==> src/pkg/slc_pkg.sv <==
// shared constants and encodings for the serial link output control block
package slc_pkg;
  // lane geometry
  localparam int SLC_NLANES = 8;
  localparam int SLC_LW = 8;
  localparam int SLC_UPPER_BASE = 4;
  localparam logic [3:0] SLC_UPPER_MAX_LANES = 4'h4;
  // device register byte addresses
  localparam logic [9:0] SLC_A_ENABLE = 10'h200;
  localparam logic [9:0] SLC_A_MODE = 10'h201;
  localparam logic [9:0] SLC_A_RESYNC = 10'h203;
  localparam logic [9:0] SLC_A_CTRL = 10'h204;
  localparam logic [9:0] SLC_A_PAT = 10'h205;
  localparam logic [9:0] SLC_A_DID = 10'h206;
  localparam logic [9:0] SLC_A_AUX = 10'h2F0;
  localparam logic [9:0] SLC_A_STAT = 10'h2F1;
  // device reset values
  localparam logic [7:0] SLC_ENABLE_RST = 8'h01;
  localparam logic [7:0] SLC_MODE_RST = 8'h00;
  localparam logic [7:0] SLC_RESYNC_RST = 8'h01;
  localparam logic [7:0] SLC_CTRL_RST = 8'h03;
  localparam logic [7:0] SLC_PAT_RST = 8'h00;
  localparam logic [7:0] SLC_DID_RST = 8'h00;
  localparam logic [7:0] SLC_AUX_RST = 8'h00;
  // writable bits of each register
  localparam logic [7:0] SLC_ENABLE_MASK = 8'h01;
  localparam logic [7:0] SLC_MODE_MASK = 8'h3F;
  localparam logic [7:0] SLC_RESYNC_MASK = 8'h01;
  localparam logic [7:0] SLC_CTRL_MASK = 8'h1F;
  localparam logic [7:0] SLC_PAT_MASK = 8'h1F;
  localparam logic [7:0] SLC_AUX_MASK = 8'h01;
  // link control field positions
  localparam int SLC_CTRL_SCR = 0;
  localparam int SLC_CTRL_FMT = 1;
  localparam int SLC_CTRL_SRC = 2;
  localparam int SLC_CTRL_UPPER = 4;
  // status field positions
  localparam int SLC_STAT_RUN = 0;
  localparam int SLC_STAT_SYNC = 1;
  // resync source codes
  localparam logic [1:0] SLC_SRC_SE = 2'h0;
  localparam logic [1:0] SLC_SRC_TS = 2'h1;
  localparam logic [1:0] SLC_SRC_SOFT = 2'h2;
  // test pattern codes
  localparam logic [4:0] SLC_P_NORMAL = 5'h00;
  localparam logic [4:0] SLC_P_PRBS7 = 5'h01;
  localparam logic [4:0] SLC_P_PRBS15 = 5'h02;
  localparam logic [4:0] SLC_P_PRBS23 = 5'h03;
  localparam logic [4:0] SLC_P_RAMP = 5'h04;
  localparam logic [4:0] SLC_P_TRANSPORT = 5'h05;
  localparam logic [4:0] SLC_P_D21_5 = 5'h06;
  localparam logic [4:0] SLC_P_K28_5 = 5'h07;
  localparam logic [4:0] SLC_P_ILA = 5'h08;
  localparam logic [4:0] SLC_P_RPAT = 5'h09;
  localparam logic [4:0] SLC_P_LOW = 5'h0A;
  localparam logic [4:0] SLC_P_HIGH = 5'h0B;
  localparam logic [4:0] SLC_P_RSVD12 = 5'h0C;
  localparam logic [4:0] SLC_P_PRBS9 = 5'h0D;
  localparam logic [4:0] SLC_P_PRBS31 = 5'h0E;
  localparam logic [4:0] SLC_P_CLOCK = 5'h0F;
  localparam logic [4:0] SLC_P_K28_7 = 5'h10;
  // characters
  localparam logic [7:0] SLC_K28_0 = 8'h1C;
  localparam logic [7:0] SLC_K28_3 = 8'h7C;
  localparam logic [7:0] SLC_K28_4 = 8'h9C;
  localparam logic [7:0] SLC_K28_5 = 8'hBC;
  localparam logic [7:0] SLC_K28_7 = 8'hFC;
  localparam logic [7:0] SLC_D21_5 = 8'hB5;
  localparam logic [7:0] SLC_CLK_LO = 8'h00;
  localparam logic [7:0] SLC_CLK_HI = 8'hFF;
  localparam logic [7:0] SLC_TRANSPORT_XOR = 8'h5A;
  localparam logic [14:0] SLC_SCR_SEED = 15'h7FFF;
  localparam logic [30:0] SLC_LFSR_SEED = 31'h7FFFFFFF;
  // multiframe counter wraps after this position
  localparam logic [7:0] SLC_MF_LAST = 8'h1F;
  localparam logic [3:0] SLC_RPAT_LAST = 4'hB;
  // controller register offsets
  localparam logic [3:0] SLC_H_CFG = 4'h0;
  localparam logic [3:0] SLC_H_PAT = 4'h1;
  localparam logic [3:0] SLC_H_DID = 4'h2;
  localparam logic [3:0] SLC_H_MODE = 4'h3;
  localparam logic [3:0] SLC_H_GO = 4'h4;
  localparam logic [3:0] SLC_H_STAT = 4'h5;
  localparam logic [3:0] SLC_H_RESYNC = 4'h6;
  localparam logic [3:0] SLC_H_DEVSTAT = 4'h7;
  localparam logic [7:0] SLC_H_CFG_RST = 8'h03;
  localparam logic [7:0] SLC_H_ZERO = 8'h00;
endpackage

==> src/pkg/slc_link_if.sv <==
// register port, resync pins and lanes between controller and link device
`timescale 1ns/10ps
interface slc_link_if #(parameter int NLANES = slc_pkg::SLC_NLANES,
                        parameter int LW = slc_pkg::SLC_LW);
  logic [9:0] addr;
  logic [7:0] wdata;
  logic we;
  logic re;
  logic [7:0] rdata;
  logic se_pin;
  logic ts_p;
  logic ts_n;
  logic [NLANES*LW-1:0] lane_data;
  logic [NLANES-1:0] lane_k;
  logic [NLANES-1:0] lane_on;
  modport dev (input addr, wdata, we, re, se_pin, ts_p, ts_n,
               output rdata, lane_data, lane_k, lane_on);
  modport ctl (output addr, wdata, we, re, se_pin, ts_p, ts_n,
               input rdata, lane_data, lane_k, lane_on);
endinterface

==> src/core/slc_pattern_gen.sv <==
// test pattern source and multiframe position counter
`timescale 1ns/10ps
module slc_pattern_gen (
  input wire logic clk, // system clock
  input wire logic rst_n, // async reset, active low
  input wire logic run, // link enabled
  input wire logic [4:0] code, // pattern select
  input wire logic [7:0] link_device_identifier, // identifier for alignment sequence
  output logic [7:0] word, // pattern byte
  output logic kchar, // byte is a control character
  output logic [7:0] mf_pos // multiframe position
);
  import slc_pkg::*;

  typedef struct packed {
    logic [30:0] lfsr;
    logic [7:0] cnt;
    logic [3:0] ridx;
    logic ph;
    logic [7:0] word;
    logic k;
  } slc_pg_st_t;

  slc_pg_st_t q_ff;
  slc_pg_st_t nxt_q;

  // eight serial steps of a two-tap lfsr, returns {state, byte}
  function automatic logic [38:0] prbs8(input logic [30:0] s, input int n, input int m);
    logic [30:0] st;
    logic [7:0] o;
    logic fb;
    st = s;
    o = 8'h00;
    for (int i = 0; i < 8; i++) begin
      fb = st[n-1] ^ st[m-1];
      st = {st[29:0], fb};
      o = {o[6:0], fb};
    end
    return {st, o};
  endfunction

  // fixed twelve-symbol jitter pattern
  function automatic logic [7:0] rpat(input logic [3:0] i);
    case (i)
      4'h0: rpat = 8'hBE;
      4'h1: rpat = 8'hD7;
      4'h2: rpat = 8'hA1;
      4'h3: rpat = 8'h86;
      4'h4: rpat = 8'h1E;
      4'h5: rpat = 8'h1E;
      4'h6: rpat = 8'h4A;
      4'h7: rpat = 8'h33;
      4'h8: rpat = 8'hF0;
      4'h9: rpat = 8'h0F;
      4'hA: rpat = 8'h55;
      default: rpat = 8'hAA;
    endcase
  endfunction

  always_comb begin
    logic [38:0] pr;
    pr = 39'h0000000000;
    nxt_q = q_ff;
    if (!run) begin
      // counter held in reset while the link is off
      nxt_q.lfsr = SLC_LFSR_SEED;
      nxt_q.cnt = 8'h00;
      nxt_q.ridx = 4'h0;
      nxt_q.ph = 1'b0;
      nxt_q.word = 8'h00;
      nxt_q.k = 1'b0;
    end else begin
      nxt_q.cnt = (q_ff.cnt == SLC_MF_LAST) ? 8'h00 : q_ff.cnt + 8'h01;
      nxt_q.ridx = (q_ff.ridx == SLC_RPAT_LAST) ? 4'h0 : q_ff.ridx + 4'h1;
      nxt_q.ph = ~q_ff.ph;
      nxt_q.k = 1'b0;
      case (code)
        SLC_P_PRBS7: pr = prbs8(q_ff.lfsr, 7, 6);
        SLC_P_PRBS9: pr = prbs8(q_ff.lfsr, 9, 5);
        SLC_P_PRBS15: pr = prbs8(q_ff.lfsr, 15, 14);
        SLC_P_PRBS23: pr = prbs8(q_ff.lfsr, 23, 18);
        SLC_P_PRBS31: pr = prbs8(q_ff.lfsr, 31, 28);
        default: pr = {q_ff.lfsr, 8'h00};
      endcase
      nxt_q.lfsr = pr[38:8];
      case (code)
        SLC_P_PRBS7, SLC_P_PRBS9, SLC_P_PRBS15, SLC_P_PRBS23, SLC_P_PRBS31: begin
          nxt_q.word = pr[7:0];
        end
        SLC_P_RAMP: nxt_q.word = q_ff.cnt;
        SLC_P_TRANSPORT: nxt_q.word = q_ff.cnt ^ SLC_TRANSPORT_XOR;
        SLC_P_D21_5: nxt_q.word = SLC_D21_5;
        SLC_P_K28_5: begin
          nxt_q.word = SLC_K28_5;
          nxt_q.k = 1'b1;
        end
        SLC_P_K28_7: begin
          nxt_q.word = SLC_K28_7;
          nxt_q.k = 1'b1;
        end
        SLC_P_ILA: begin
          // start, config marker, identifier, data ramp, end marker
          nxt_q.k = 1'b1;
          if (q_ff.cnt == 8'h00) begin
            nxt_q.word = SLC_K28_0;
          end else if (q_ff.cnt == 8'h01) begin
            nxt_q.word = SLC_K28_4;
          end else if (q_ff.cnt == SLC_MF_LAST) begin
            nxt_q.word = SLC_K28_3;
          end else begin
            nxt_q.k = 1'b0;
            nxt_q.word = (q_ff.cnt == 8'h02) ? link_device_identifier : q_ff.cnt;
          end
        end
        SLC_P_RPAT: nxt_q.word = rpat(q_ff.ridx);
        SLC_P_LOW: nxt_q.word = SLC_CLK_LO;
        SLC_P_HIGH: nxt_q.word = SLC_CLK_HI;
        SLC_P_CLOCK: nxt_q.word = q_ff.ph ? SLC_CLK_HI : SLC_CLK_LO;
        default: nxt_q.word = 8'h00;
      endcase
    end
  end

  always_ff @(posedge clk or negedge rst_n) begin
    if (!rst_n) begin
      q_ff <= '{lfsr: SLC_LFSR_SEED, cnt: 8'h00, ridx: 4'h0, ph: 1'b0, word: 8'h00, k: 1'b0};
    end else begin
      q_ff <= nxt_q;
    end
  end

  assign word = q_ff.word;
  assign kchar = q_ff.k;
  assign mf_pos = q_ff.cnt;
endmodule

==> src/core/slc_link_dev.sv <==
// link device end: registers, resync source, lane mapping, coding and test data
//
// Function
// - normal map drives lanes zero to L-1
// - upper map drives lanes four to 4+L-1
// - upper map only when four lanes or fewer
// - source zero takes single-ended resync pin
// - source two uses only software resync bit
// - encoding bit: offset binary or two's complement
// - scrambler bit gates scrambling in 8b/10b
// - 64b/66b modes always scramble
// - keep 8b/10b scrambler enabled (the controller forwards a cleared scrambler bit unchanged)
// - change link control only while disabled
// - reserved fields written with defaults only
// - test codes zero to six select patterns
// - codes 7,8,9,16 give 8b/10b patterns
// - codes 10 and 11 hold lanes low/high
// - codes 13,14,15 give PRBS9, PRBS31, clock
// - change test code only while disabled
// - soft resync bit zero requests resync
// - link disabled holds everything in reset
//
// Added by the designer: the plain strobed port.
`timescale 1ns/10ps
module slc_link_dev #(
  parameter int NLANES = slc_pkg::SLC_NLANES,
  parameter int LW = slc_pkg::SLC_LW
) (
  input wire logic clk, // system clock
  input wire logic rst_n, // async reset, active low
  slc_link_if.dev lnk, // register port, resync pins, lanes
  input wire logic [NLANES*LW-1:0] sample_in, // one sample word per logical lane
  input wire logic [3:0] lane_count, // lanes used by current link mode
  input wire logic enc_64b66b, // link mode uses 64b/66b coding
  output logic serializer_on, // serializer power request
  output logic link_clk_run, // clock gate enable for link logic
  output logic resync_req, // resync requested, active high
  output logic [7:0] mf_pos // multiframe position
);
  import slc_pkg::*;

  typedef struct packed {
    logic [7:0] enable;
    logic [7:0] mode;
    logic [7:0] resync;
    logic [7:0] ctrl;
    logic [7:0] pat;
    logic [7:0] link_device_identifier;
    logic [7:0] aux;
    logic [7:0] rdata;
    logic [2:0] se_s;
    logic [2:0] ts_s;
    logic se_f;
    logic ts_f;
    logic [NLANES-1:0][14:0] whitening_on;
    logic [NLANES-1:0][LW-1:0] ldata;
    logic [NLANES-1:0] lk;
    logic [NLANES-1:0] lon;
    logic run_d;
  } slc_dev_st_t;

  slc_dev_st_t q_ff;
  slc_dev_st_t nxt_q;
  logic [7:0] pg_word;
  logic pg_k;
  logic run;
  logic sync_n;

  // self-synchronous 1+x^14+x^15 scrambler over one byte, returns {state, byte}
  function automatic logic [22:0] scr8(input logic [14:0] s, input logic [7:0] d);
    logic [14:0] st;
    logic [7:0] o;
    logic b;
    st = s;
    o = 8'h00;
    for (int i = 7; i >= 0; i--) begin
      b = d[i] ^ st[14] ^ st[13];
      st = {st[13:0], b};
      o[i] = b;
    end
    return {st, o};
  endfunction

  assign run = q_ff.enable[0];

  slc_pattern_gen u_pg (
    .clk(clk),
    .rst_n(rst_n),
    .run(run),
    .code(q_ff.pat[4:0]),
    .link_device_identifier(q_ff.link_device_identifier),
    .word(pg_word),
    .kchar(pg_k),
    .mf_pos(mf_pos)
  );

  // software request always counts, even when a pin is selected
  always_comb begin
    logic sel;
    sel = 1'b1;
    unique case (q_ff.ctrl[SLC_CTRL_SRC +: 2])
      SLC_SRC_SE: sel = q_ff.se_f;
      SLC_SRC_TS: sel = q_ff.aux[0] ? q_ff.ts_f : 1'b1;
      SLC_SRC_SOFT: sel = 1'b1;
      default: sel = 1'b1;
    endcase
    sync_n = sel & q_ff.resync[0];
  end

  always_comb begin
    int li;
    logic act;
    logic upper;
    logic [LW-1:0] smp;
    logic [22:0] sr;
    li = 0;
    act = 1'b0;
    upper = q_ff.ctrl[SLC_CTRL_UPPER];
    smp = '0;
    sr = 23'h000000;
    nxt_q = q_ff;
    nxt_q.rdata = 8'h00;
    if (lnk.we) begin
      unique case (lnk.addr)
        SLC_A_ENABLE: nxt_q.enable = lnk.wdata & SLC_ENABLE_MASK;
        SLC_A_MODE: nxt_q.mode = lnk.wdata & SLC_MODE_MASK;
        SLC_A_RESYNC: nxt_q.resync = lnk.wdata & SLC_RESYNC_MASK;
        SLC_A_CTRL: nxt_q.ctrl = lnk.wdata & SLC_CTRL_MASK;
        SLC_A_PAT: nxt_q.pat = lnk.wdata & SLC_PAT_MASK;
        SLC_A_DID: nxt_q.link_device_identifier = lnk.wdata;
        SLC_A_AUX: nxt_q.aux = lnk.wdata & SLC_AUX_MASK;
        default: nxt_q.rdata = 8'h00;
      endcase
    end
    if (lnk.re) begin
      unique case (lnk.addr)
        SLC_A_ENABLE: nxt_q.rdata = q_ff.enable;
        SLC_A_MODE: nxt_q.rdata = q_ff.mode;
        SLC_A_RESYNC: nxt_q.rdata = q_ff.resync;
        SLC_A_CTRL: nxt_q.rdata = q_ff.ctrl;
        SLC_A_PAT: nxt_q.rdata = q_ff.pat;
        SLC_A_DID: nxt_q.rdata = q_ff.link_device_identifier;
        SLC_A_AUX: nxt_q.rdata = q_ff.aux;
        SLC_A_STAT: begin
          nxt_q.rdata[SLC_STAT_RUN] = run;
          nxt_q.rdata[SLC_STAT_SYNC] = sync_n;
        end
        default: nxt_q.rdata = 8'h00;
      endcase
    end
    // pins pass three flops; a level counts once the last two agree
    nxt_q.se_s = {q_ff.se_s[1:0], lnk.se_pin};
    nxt_q.ts_s = {q_ff.ts_s[1:0], lnk.ts_p & ~lnk.ts_n};
    if (q_ff.se_s[2] == q_ff.se_s[1]) begin
      nxt_q.se_f = q_ff.se_s[2];
    end
    if (q_ff.ts_s[2] == q_ff.ts_s[1]) begin
      nxt_q.ts_f = q_ff.ts_s[2];
    end
    // lanes wait one cycle after enable so the pattern word is already valid
    nxt_q.run_d = run;
    for (int i = 0; i < NLANES; i++) begin
      if (upper) begin
        li = (i >= SLC_UPPER_BASE) ? i - SLC_UPPER_BASE : 0;
        act = (i >= SLC_UPPER_BASE) && (li < int'(lane_count));
      end else begin
        li = i;
        act = i < int'(lane_count);
      end
      smp = sample_in[li*LW +: LW];
      smp[LW-1] = smp[LW-1] ^ ~q_ff.ctrl[SLC_CTRL_FMT];
      if (!run || !q_ff.run_d || !act) begin
        // off lanes and a disabled link restart the scrambler too
        nxt_q.whitening_on[i] = SLC_SCR_SEED;
        nxt_q.ldata[i] = '0;
        nxt_q.lk[i] = 1'b0;
        nxt_q.lon[i] = 1'b0;
      end else begin
        nxt_q.lon[i] = 1'b1;
        if (q_ff.pat[4:0] != SLC_P_NORMAL) begin
          nxt_q.ldata[i] = pg_word;
          nxt_q.lk[i] = pg_k;
        end else if (!sync_n && !enc_64b66b) begin
          nxt_q.ldata[i] = SLC_K28_5;
          nxt_q.lk[i] = 1'b1;
        end else if (enc_64b66b || q_ff.ctrl[SLC_CTRL_SCR]) begin
          sr = scr8(q_ff.whitening_on[i], smp);
          nxt_q.whitening_on[i] = sr[22:8];
          nxt_q.ldata[i] = sr[7:0];
          nxt_q.lk[i] = 1'b0;
        end else begin
          nxt_q.ldata[i] = smp;
          nxt_q.lk[i] = 1'b0;
        end
      end
    end
  end

  always_ff @(posedge clk or negedge rst_n) begin
    if (!rst_n) begin
      q_ff <= '{enable: SLC_ENABLE_RST, mode: SLC_MODE_RST, resync: SLC_RESYNC_RST,
                ctrl: SLC_CTRL_RST, pat: SLC_PAT_RST, link_device_identifier: SLC_DID_RST, aux: SLC_AUX_RST,
                rdata: 8'h00, se_s: 3'h7, ts_s: 3'h7, se_f: 1'b1, ts_f: 1'b1,
                whitening_on: {NLANES{SLC_SCR_SEED}}, ldata: '0, lk: '0, lon: '0, run_d: 1'b0};
    end else begin
      q_ff <= nxt_q;
    end
  end

  assign lnk.rdata = q_ff.rdata;
  assign lnk.lane_data = q_ff.ldata;
  assign lnk.lane_k = q_ff.lk;
  assign lnk.lane_on = q_ff.lon;
  assign serializer_on = run;
  assign link_clk_run = run;
  assign resync_req = ~sync_n;
endmodule

==> src/flat_wrapper.sv <==
// flat-port wrapper written by rule: the top's interface ports become plain ports
module slc_link_dev_flat import slc_pkg::*;
#(
  parameter int NLANES = slc_pkg::SLC_NLANES,
  parameter int LW = slc_pkg::SLC_LW
)
  (clk, rst_n, sample_in, lane_count, enc_64b66b, serializer_on, link_clk_run, resync_req, mf_pos, lnk_addr, lnk_wdata, lnk_we, lnk_re, lnk_se_pin, lnk_ts_p, lnk_ts_n, lnk_rdata, lnk_lane_data, lnk_lane_k, lnk_lane_on);
  slc_link_if #(.NLANES(NLANES), .LW(LW)) lnk_i ();
  input wire logic clk;
  input wire logic rst_n;
  input wire logic [NLANES*LW-1:0] sample_in;
  input wire logic [3:0] lane_count;
  input wire logic enc_64b66b;
  output logic serializer_on;
  output logic link_clk_run;
  output logic resync_req;
  output logic [7:0] mf_pos;
  input wire logic [$bits(lnk_i.addr)-1:0] lnk_addr;
  input wire logic [$bits(lnk_i.wdata)-1:0] lnk_wdata;
  input wire logic [$bits(lnk_i.we)-1:0] lnk_we;
  input wire logic [$bits(lnk_i.re)-1:0] lnk_re;
  input wire logic [$bits(lnk_i.se_pin)-1:0] lnk_se_pin;
  input wire logic [$bits(lnk_i.ts_p)-1:0] lnk_ts_p;
  input wire logic [$bits(lnk_i.ts_n)-1:0] lnk_ts_n;
  output wire logic [$bits(lnk_i.rdata)-1:0] lnk_rdata;
  output wire logic [$bits(lnk_i.lane_data)-1:0] lnk_lane_data;
  output wire logic [$bits(lnk_i.lane_k)-1:0] lnk_lane_k;
  output wire logic [$bits(lnk_i.lane_on)-1:0] lnk_lane_on;
  assign lnk_i.addr = lnk_addr;
  assign lnk_i.wdata = lnk_wdata;
  assign lnk_i.we = lnk_we;
  assign lnk_i.re = lnk_re;
  assign lnk_i.se_pin = lnk_se_pin;
  assign lnk_i.ts_p = lnk_ts_p;
  assign lnk_i.ts_n = lnk_ts_n;
  assign lnk_rdata = lnk_i.rdata;
  assign lnk_lane_data = lnk_i.lane_data;
  assign lnk_lane_k = lnk_i.lane_k;
  assign lnk_lane_on = lnk_i.lane_on;
  slc_link_dev #(.NLANES(NLANES), .LW(LW)) u_core (.clk(clk), .rst_n(rst_n), .lnk(lnk_i), .sample_in(sample_in), .lane_count(lane_count), .enc_64b66b(enc_64b66b), .serializer_on(serializer_on), .link_clk_run(link_clk_run), .resync_req(resync_req), .mf_pos(mf_pos));
endmodule
==> config.mk <==
export PLATFORM = sky130hd
export DESIGN_NAME = slc_link_dev_flat
export DESIGN_NICKNAME = d
export VERILOG_FILES = /design/src/pkg/slc_pkg.sv /design/src/pkg/slc_link_if.sv /design/src/core/slc_pattern_gen.sv /design/src/core/slc_link_dev.sv /design/src/flat_wrapper.sv
export SDC_FILE = /design/constraint.sdc
export NUM_CORES = 1
export LEC_CHECK = 0
export BUFFER_PORTS_ARGS = -buffer_cell sky130_fd_sc_hd__buf_2
export CAP_MARGIN = 20
export CORE_ASPECT_RATIO = 2
export CORE_MARGIN = 10
export CORE_UTILIZATION = 50
export DETAILED_ROUTE_END_ITERATION = 12
export GPL_ROUTABILITY_DRIVEN = 1
export PLACE_DENSITY_LB_ADDON = 0.08
export SETUP_SLACK_MARGIN = 0.05
export SYNTH_ARGS = -nofsm -noshare
export SYNTH_HDL_FRONTEND = slang
export SYNTH_SLANG_ARGS = --single-unit
==> constraint.sdc <==
create_clock -name clk -period 3.1 [get_ports clk]
set_input_delay 0.93 -clock clk [delete_from_list [all_inputs] [get_ports clk]]
set_output_delay 0.93 -clock clk [all_outputs]
set_load 0.01 [all_outputs]
==> results of run 1 <==
-- logic make-up after synthesis --
family,Yosys count,synth area share
buf+inv,221,0.0817
flops,297,0.473
fa+ha+maj,16,0.0117
simple gates,575,0.160
mux,94,0.0619
compound gates,224,0.0997
xor+xnor,207,0.112
-- layer usage --
layer / wire, µm / GRT usage
met3: 1970 / 0.0333
met1: 17100 / 0.245
met4: 2540 / 0.122
met2: 26000 / 0.434
met5: 21 / 0
-- worst max path at each step --
stage | cells after the start | to
after floorplan | 5 | u_core.q_ff[243]$_DFFE_PN0P_
after global placement | 5 | u_core.q_ff[245]$_DFFE_PN0P_
after detailed placement | 7 | u_core.lnk.lane_data[51]$_DFF_PN0_
after CTS | 6 | resync_req
after global routing | 6 | resync_req
final | 6 | resync_req
-- power groups by stage --
stage | clock, W | sequential [W] | combinational [W]
floorplan | 0 | 0.00397 | 0.000356
global placement | 0 | 0.00399 | 0.000669
detailed placement | 0 | 0.00399 | 0.000676
CTS | 0.00352 | 0.00392 | 0.000680
global route | 0.00367 | 0.00392 | 0.000738
finish | 0.00344 | 0.00392 | 0.000676
-- flip-flops by register name, indices dropped and copies added, names as in the netlist --
register / flops
u_core.nxt_q: 4
u_core.lnk.lane_on: 8
u_core.u_pg.word: 8
u_core.lnk.lane_k: 8
u_core.link_clk_run: 1
u_core.u_pg.mf_pos: 8
u_core.lnk.rdata: 8
u_core.q_ff: 151
u_core.u_pg.q_ff: 36
u_core.lnk.lane_data: 64
u_core.u_pg.kchar: 1
-- final cells by class --
cell class | count | area, µm² | area share
inverter | 26 | 97.6 | 0.00547
clock inverter | 16 | 130 | 0.00729
clock buffer | 36 | 782 | 0.0438
sequential | 297 | 7640 | 0.428
multi-input combinational | 1116 | 7230 | 0.405
antenna | 2 | 5.00 | 0.000280
tap | 427 | 534 | 0.0299
timing repair buffer | 241 | 1440 | 0.0806
-- worst max-delay path: cells and delay by family (launching register included) --
kind	cells	cell delay, ps
DFF	1	420
and+or+nand+nor	2	360
buffers and inverters	3	320
AOI/OAI and AO/OA	1	240
-- per-stage QoR --
stage	hold slack, ps	power [W]	utilization	worst slack [ps]	instance area [µm²]
after floorplan	345	0.00433	-	796	16200
after global placement	350	0.00465	0.527	529	16900
after detailed placement	349	0.00466	0.527	435	16900
after CTS	324	0.00812	0.556	217	17800
after global routing	338	0.00833	0.556	157	17900
final	318	0.00804	0.556	266	17900
-- synthesized netlist by cell type, drive strengths merged, types with 5 or more instances --
library cell and count:
nand3 107, xnor2 147, dfstp 163, a31oi 18
a2111oi 30, nand2 246, maj3 5, nor2b 11
nor3 13, mux2i 62, o211ai 27, a211oi 13
inv 26, dfrtp 134, o22ai 17, buf 162
nor2 136, clkbuf 33, and2 11, nand2b 14
xor2 60, ha 11, mux2 32, o21ai 46
and3 10, nand4 5, o31ai 5, a21oi 41
==> results.py, run 1 <==
metrics = {
    "status": {
        "status": "finished clean",
    },
    "layout": {
        "instances_no_fill": 2161,
        "drive_gt1_frac": 0.299,
        "area_growth_pct": 10.5,
        "final_common_cell": "nand2_1",
        "most-common-layout-cells": "243 x nand2_1, 191 x buf_2, 163 x dfstp_2",
        "num-nets-final": 1815,
        "fill_cells": 2915,
    },
    "grt": {
        "grtUsageTotal": 0.232,
        "grt_pass1_vias": 12600,
        "grt_pass1_wl_um": 73800,
        "gr-total-overflow": 0,
        "grt_antenna_before_repair": 3,
        "grt_max_degree": 67,
    },
    "clocking": {
        "cts_made_buffers": 28,
        "tritoncts": "built",
        "hold_buffers": 0,
        "cts_root_buf": "clkbuf_16",
        "cts_resized": 0,
        "worstSkewPairLatency_ps": 560,
        "cts.sinks": 297,
        "postCtsSetupBuffers": 0,
        "cts.clk_slew.worst_paths_ps": 70,
        "htree_levels": 1,
        "cts.path.max_buffers": 3,
    },
    "sta": {
        "hold_viol": 0,
        "clock.fmax_mhz": 353,
        "drv_slew": 0,
        "setup_viol": 0,
        "worstMarginPinSlew_ps": 1070,
        "fin_crit_sh": 0.914,
        "fin_setup_tns_ps": 0,
        "finClkSkew_ps": 10.7,
        "rsz0062_at_grt": "no",
        "period_minus_slack_ps": 2830,
        "slew_headroom": 0.288,
    },
    "detailed_routing": {
        "totalWireLength_um": 47700,
        "drt-initial-drc-count": 715,
        "via_count": 12000,
        "ant_nets": 0,
        "post-route-drc-count": 0,
        "wl_per_cell_um": 22.1,
        "viasPerCell": 5.56,
        "firstDrtPassIters": 5,
    },
    "critical_path": {
        "critPathCaptureType": "output pin",
        "startpoint": "u_core.q_ff[243]$_DFFE_PN0P_",
        "crit_arrival_ps": 1900,
        "max_stage_delay_ps": 420,
        "cp_max_fo": 4,
        "start_kind": "flip-flop",
        "path_class": "flip-flop to output pin",
        "worstPathRequired_ps": 2170,
        "crit_chain": "or2_1, a21oi_1, nor2b_1, buf_4, inv_1, buf_2",
        "crit_slowest_cell": "dfrtp_1",
        "r2r_end": "u_core.q_ff[115]$_DFFE_PN1P_",
        "r2r-start": "u_core.q_ff[233]$_DFFE_PN0P_",
        "rrSetupSlack_ps": 700,
        "ff2ff_path_depth": 7,
    },
    "power_and_ir_drop": {
        "ir_drop_mv": 0.479,
        "pwr-share-comb": 0.084,
        "switchingPower_w": 0.00203,
        "power_density_nw_per_um2": 450,
        "p_seq_frac": 0.488,
        "p_sw_frac": 0.253,
        "p_int_w": 0.00601,
        "p_leak_nw": 7.90,
        "p_clk_frac": 0.428,
    },
    "yosys": {
        "yosysWarningCount": 0,
        "synthArstFlopShare": 1.00,
        "syn_nets": 1739,
        "seq_area_frac_synth": 0.473,
        "synth_edf_count": 0,
        "synth_top_area_cell": "dfstp_2",
        "syn_area_per_cell_um2": 9.89,
        "ys_ff_latch": 297,
        "yosysUniqueCellTypes": 73,
        "synthFlopType": "dfstp_2",
        "netlist_instances": 1634,
        "yosys-top-cells-area": "dfstp_2 27%, dfrtp_1 21%, xnor2_1 8.0%",
        "synth_area_um2": 16200,
        "netlist.area_leader.share": 0.265,
    },
    "die": {
        "initial_core_util": 0.503,
        "ios": 193,
        "dieArea_um2": 40300,
        "die_w_um": 147,
        "core_area_um2": 32100,
        "fp-row-count": 93,
        "die_h_um": 274,
    },
    "placement": {
        "gp_congestion": 0.903,
        "detailed_place_hpwl_um": 35400,
        "io_buffers": 192,
        "dp_cells": 2107,
    },
    "run": {
        "maxCapViolCount": 0,
    },
    "worst_hold_path": {
        "hold_class": "primary input to asynchronous set/reset pin",
    },
}
(Power assumes the default switching activity.)
==> run 2: changes to the inputs <==
- BUFFER_PORTS_ARGS: -buffer_cell sky130_fd_sc_hd__buf_2 -> default
- DONT_BUFFER_PORTS: default -> 1
==> results.py, run 2 (synthesis gave the netlist of run 1 again) <==
metrics = {
    "critical_path": {
        "r2r-start": "u_core.q_ff[237]$_DFFE_PN0P_",
        "crit_chain": "nand3b_1, a21oi_1, nor2b_1, inv_1",
        "crit_slowest_cell": "dfstp_2",
        "path_class": "flip-flop to output pin",
        "rrSetupSlack_ps": 660,
        "critPathCaptureType": "output pin",
        "max_stage_delay_ps": 530,
        "worstPathRequired_ps": 2170,
        "cp_max_fo": 3,
        "ff2ff_path_depth": 5,
        "start_kind": "flip-flop",
        "startpoint": "u_core.q_ff[201]$_DFFE_PN1N_",
        "crit_arrival_ps": 1940,
        "r2r_end": "u_core.u_pg.word[2]$_DFF_PN0_",
        "worstSetupEndpoint": "resync_req",
    },
    "sta": {
        "fin_crit_sh": 0.926,
        "worstMarginPinSlew_ps": 1020,
        "fin_setup_tns_ps": 0,
        "period_minus_slack_ps": 2870,
        "slew_headroom": 0.317,
        "finClkSkew_ps": 22.6,
        "clock.fmax_mhz": 349,
        "hold_viol": 0,
        "drv_slew": 0,
        "rsz0062_at_grt": "no",
        "setup_viol": 0,
    },
    "placement": {
        "detailed_place_hpwl_um": 34800,
        "dp_cells": 1906,
        "io_buffers": 0,
        "gp_congestion": 0.891,
        "dpl_cell_area_um2": 15800,
    },
    "die": {
        "ios": 193,
        "fp-row-count": 93,
        "dieArea_um2": 40300,
        "initial_core_util": 0.503,
        "die_w_um": 147,
        "die_h_um": 274,
        "core_area_um2": 32100,
    },
    "detailed_routing": {
        "drt-initial-drc-count": 750,
        "firstDrtPassIters": 6,
        "post-route-drc-count": 0,
        "wl_per_cell_um": 24.4,
        "via_count": 11300,
        "ant_nets": 0,
        "totalWireLength_um": 47700,
        "viasPerCell": 5.77,
    },
    "clocking": {
        "hold_buffers": 0,
        "cts_made_buffers": 28,
        "cts.path.max_buffers": 3,
        "cts_resized": 0,
        "postCtsSetupBuffers": 0,
        "cts.sinks": 297,
        "tritoncts": "built",
        "cts_root_buf": "clkbuf_16",
        "worstSkewPairLatency_ps": 570,
        "htree_levels": 1,
        "cts.clk_slew.worst_paths_ps": 70,
    },
    "layout": {
        "design_area_um2": 16700,
        "largest_register_ffs": 151,
        "instances_no_fill": 1960,
        "area_growth_pct": 3.51,
        "drive_gt1_frac": 0.204,
        "final_common_cell": "nand2_1",
        "utilization": 0.521,
        "most-common-layout-cells": "243 x nand2_1, 163 x dfstp_2, 147 x xnor2_1",
        "top_register": "u_core.q_ff",
        "num-nets-final": 1614,
    },
    "power_and_ir_drop": {
        "ir_drop_mv": 0.413,
        "p_leak_nw": 6.91,
        "power_density_nw_per_um2": 466,
    },
    "run": {
        "maxCapViolCount": 0,
    },
    "grt": {
        "grt_pass1_vias": 11800,
        "grt_max_degree": 298,
        "gr-total-overflow": 0,
        "grtUsageTotal": 0.230,
        "grt_antenna_before_repair": 2,
        "grt_pass1_wl_um": 72400,
    },
    "status": {
        "status": "finished clean",
    },
    "worst_hold_path": {
        "hold_class": "primary input to asynchronous set/reset pin",
    },
}
run 2: cell types whose count changed in the layout (fill, tap and decap cells not counted), sizes merged:
cell	before	now
clkinvlp	4	0
clkbuf	36	45
bufinv	1	0
clkinv	10	7
buf	241	40
inv	27	26
run 2: area by class of cell:
class	count	area (µm²)
multi-input cells	1116	7220
repair buffers	40	338
clock buffers	45	856
flip-flops and latches	297	7640
well taps	427	534
fillers	3009	15400
inverters	26	97.6
diodes	2	5.00
clock inverters	7	35.0
run 2: power by group:
group	internal, W	switching [W]
Combinational	0.000159	0.000305
Sequential	0.00390	0.0000167
Clock	0.00188	0.00152
Total	0.00595	0.00184
run 2: worst max-delay path: cells and delay by family, from the launching register on:
kind | cells | cell delay [ps]
buffers and inverters | 1 | 160
and+or+nand+nor | 2 | 540
AOI/OAI and AO/OA | 1 | 130
DFF | 1 | 530
run 2: stage by stage:
step	hold WS, ps	setup WS, ps	total power [W]
2_1_floorplan	345	796	0.00433
3_3_place_gp	346	636	0.00444
3_5_place_dp	349	558	0.00445
4_1_cts	51.2	177	0.00787
5_1_grt	53.4	186	0.00805
6_report	67.6	231	0.00779
run 2: how the worst min path moves through the flow:
stage / from / end / slack [ps] / depth (start not counted)
4_1_cts: rst_n / u_core.u_pg.word[5]$_DFF_PN0_ / 50 / 0
2_1_floorplan: u_core.nxt_q[204]$_DFF_PN1_ / u_core.nxt_q[205]$_DFF_PN1_ / 350 / 0
3_5_place_dp: u_core.nxt_q[207]$_DFF_PN1_ / u_core.nxt_q[208]$_DFF_PN1_ / 350 / 0
5_1_grt: rst_n / u_core.lnk.lane_data[27]$_DFF_PN0_ / 50 / 0
3_3_place_gp: u_core.nxt_q[207]$_DFF_PN1_ / u_core.nxt_q[208]$_DFF_PN1_ / 350 / 0
6_report: rst_n / u_core.lnk.lane_data[27]$_DFF_PN0_ / 70 / 0
run 2: per-layer routing:
layer	GRT usage	up-vias	routed length (µm)
met2	0.444	294	27100
met1	0.230	5744	16000
met5	0	-	13
met3	0.0469	88	2720
met4	0.103	2	1910
li1	-	5186	-
==> run 3: changes to the inputs <==
- CORE_ASPECT_RATIO: 2 -> default
- GPL_TIMING_DRIVEN: default -> 0
==> results.py, run 3 (synthesis gave the netlist of run 1 again) <==
metrics = {
    "power_and_ir_drop": {
        "p_leak_nw": 7.75,
        "pwr-share-comb": 0.061,
        "p_clk_frac": 0.487,
        "switchingPower_w": 0.00201,
        "power_w": 0.00867,
        "p_int_w": 0.00667,
        "p_sw_frac": 0.232,
        "p_seq_frac": 0.451,
        "ir_drop_mv": 0.454,
        "power_density_nw_per_um2": 484,
    },
    "layout": {
        "drive_gt1_frac": 0.263,
        "utilization": 0.565,
        "largest_register_ffs": 151,
        "final_common_cell": "nand2_1",
        "top_register": "u_core.q_ff",
        "multi_input_area_um2": 7210,
        "seq_area_um2": 7640,
        "area_growth_pct": 10.9,
        "design_area_um2": 17900,
        "fill_cells": 2857,
        "most-common-layout-cells": "243 x nand2_1, 163 x dfstp_2, 147 x xnor2_1",
        "num-nets-final": 1782,
    },
    "critical_path": {
        "crit_buf_inv": 1,
        "worstPathRequired_ps": 2170,
        "startpoint": "u_core.q_ff[201]$_DFFE_PN1N_",
        "worstSetupEndpoint": "resync_req",
        "r2r-start": "u_core.q_ff[249]$_DFFE_PN1P_",
        "max_stage_delay_ps": 520,
        "ff2ff_path_depth": 8,
        "crit_slowest_cell": "dfstp_2",
        "critical_path_cell_count": 4,
        "critPathCaptureType": "output pin",
        "cp_top_family": "flip-flops",
        "path_class": "flip-flop to output pin",
        "r2r_end": "u_core.lnk.lane_data[38]$_DFF_PN0_",
        "rrSetupSlack_ps": 740,
        "cp_max_fo": 3,
        "start_kind": "flip-flop",
        "crit_arrival_ps": 1830,
        "crit_chain": "nand3b_1, a21oi_1, nor2b_1, inv_1",
    },
    "clocking": {
        "cts_resized": 0,
        "postCtsSetupBuffers": 0,
        "htree_levels": 2,
        "cts_root_buf": "clkbuf_16",
        "cts_made_buffers": 36,
        "cts.sinks": 297,
        "cts.path.max_buffers": 3,
        "tritoncts": "built",
        "cts.clk_slew.worst_paths_ps": 50,
        "worstSkewPairLatency_ps": 510,
        "hold_buffers": 0,
    },
    "detailed_routing": {
        "totalWireLength_um": 50600,
        "via_count": 12100,
        "wl_per_cell_um": 24.0,
        "drt-initial-drc-count": 951,
        "ant_nets": 0,
        "post-route-drc-count": 0,
        "firstDrtPassIters": 6,
        "viasPerCell": 5.74,
    },
    "placement": {
        "io_buffers": 0,
        "dpl_cell_area_um2": 16700,
        "preCtsSetupSlack_ps": 92.3,
        "detailed_place_hpwl_um": 36600,
        "gp_congestion": 0.953,
    },
    "grt": {
        "grt_antenna_before_repair": 3,
        "grt_max_degree": 298,
        "gr-total-overflow": 0,
        "grt_pass1_wl_um": 76300,
        "grt_pass1_vias": 12200,
        "grtUsageTotal": 0.252,
    },
    "die": {
        "fp-row-count": 65,
        "ios": 193,
        "dieArea_um2": 39900,
        "die_w_um": 200,
        "core_area_um2": 31700,
        "die_h_um": 200,
        "initial_core_util": 0.509,
    },
    "sta": {
        "finClkSkew_ps": 15.3,
        "period_minus_slack_ps": 2760,
        "hold_viol": 0,
        "worstMarginPinSlew_ps": 1180,
        "slew_headroom": 0.212,
        "fin_crit_sh": 0.890,
        "drv_slew": 0,
        "clock.fmax_mhz": 363,
        "worst_hold_slack_ps": 122,
        "setup_viol": 0,
        "setup_ws_ps": 342,
        "rsz0062_at_grt": "no",
    },
    "run": {
        "maxCapViolCount": 0,
    },
    "worst_hold_path": {
        "hold_class": "primary input to asynchronous set/reset pin",
    },
    "status": {
        "status": "finished clean",
    },
}
-- run 3: how the worst min path moves through the flow --
| stage | endpoint | slack (ps) | cells after the start |
|---|---|---|---|
| after global placement | u_core.nxt_q[208]$_DFF_PN1_ | 350 | 0 |
| after detailed placement | u_core.nxt_q[205]$_DFF_PN1_ | 350 | 0 |
| after global routing | u_core.lnk.lane_on[6]$_DFF_PN0_ | 100 | 0 |
| final | u_core.lnk.lane_on[6]$_DFF_PN0_ | 120 | 0 |
| after floorplan | u_core.nxt_q[205]$_DFF_PN1_ | 350 | 0 |
| after CTS | u_core.lnk.lane_on[6]$_DFF_PN0_ | 120 | 0 |
-- run 3: layout make-up --
cell class                      count  area share
Antenna cell                        3    0.000419
Buffer                            195      0.0682
Clock buffer                       55      0.0610
Clock inverter                      9     0.00559
Inverter                           26     0.00545
Multi-Input combinational cell   1116       0.403
Sequential cell                   297       0.426
Tap cell                          402      0.0281
Timing Repair Buffer                5     0.00251
-- run 3: per-layer routing --
layer	wire length [µm]	GRT usage	part of all wire
met5	18	0	0.00036
met4	1590	0.0833	0.031
met3	4080	0.0598	0.081
met2	24600	0.425	0.49
met1	20300	0.311	0.40
-- run 3: stage by stage --
stage / instances / TNS (ps)
after floorplan: 1634 / 0
after global placement: 2036 / -872
after detailed placement: 2041 / 0
after CTS: 2105 / 0
after global routing: 2105 / 0
final: 2108 / 0
-- run 3: power groups by stage --
stage	Sequential, W	Combinational (W)	Clock, W
after floorplan	0.00397	0.000356	0
after global placement	0.00398	0.000508	0
after detailed placement	0.00398	0.000522	0
after CTS	0.00392	0.000524	0.00430
after global routing	0.00392	0.000567	0.00447
final	0.00392	0.000530	0.00423
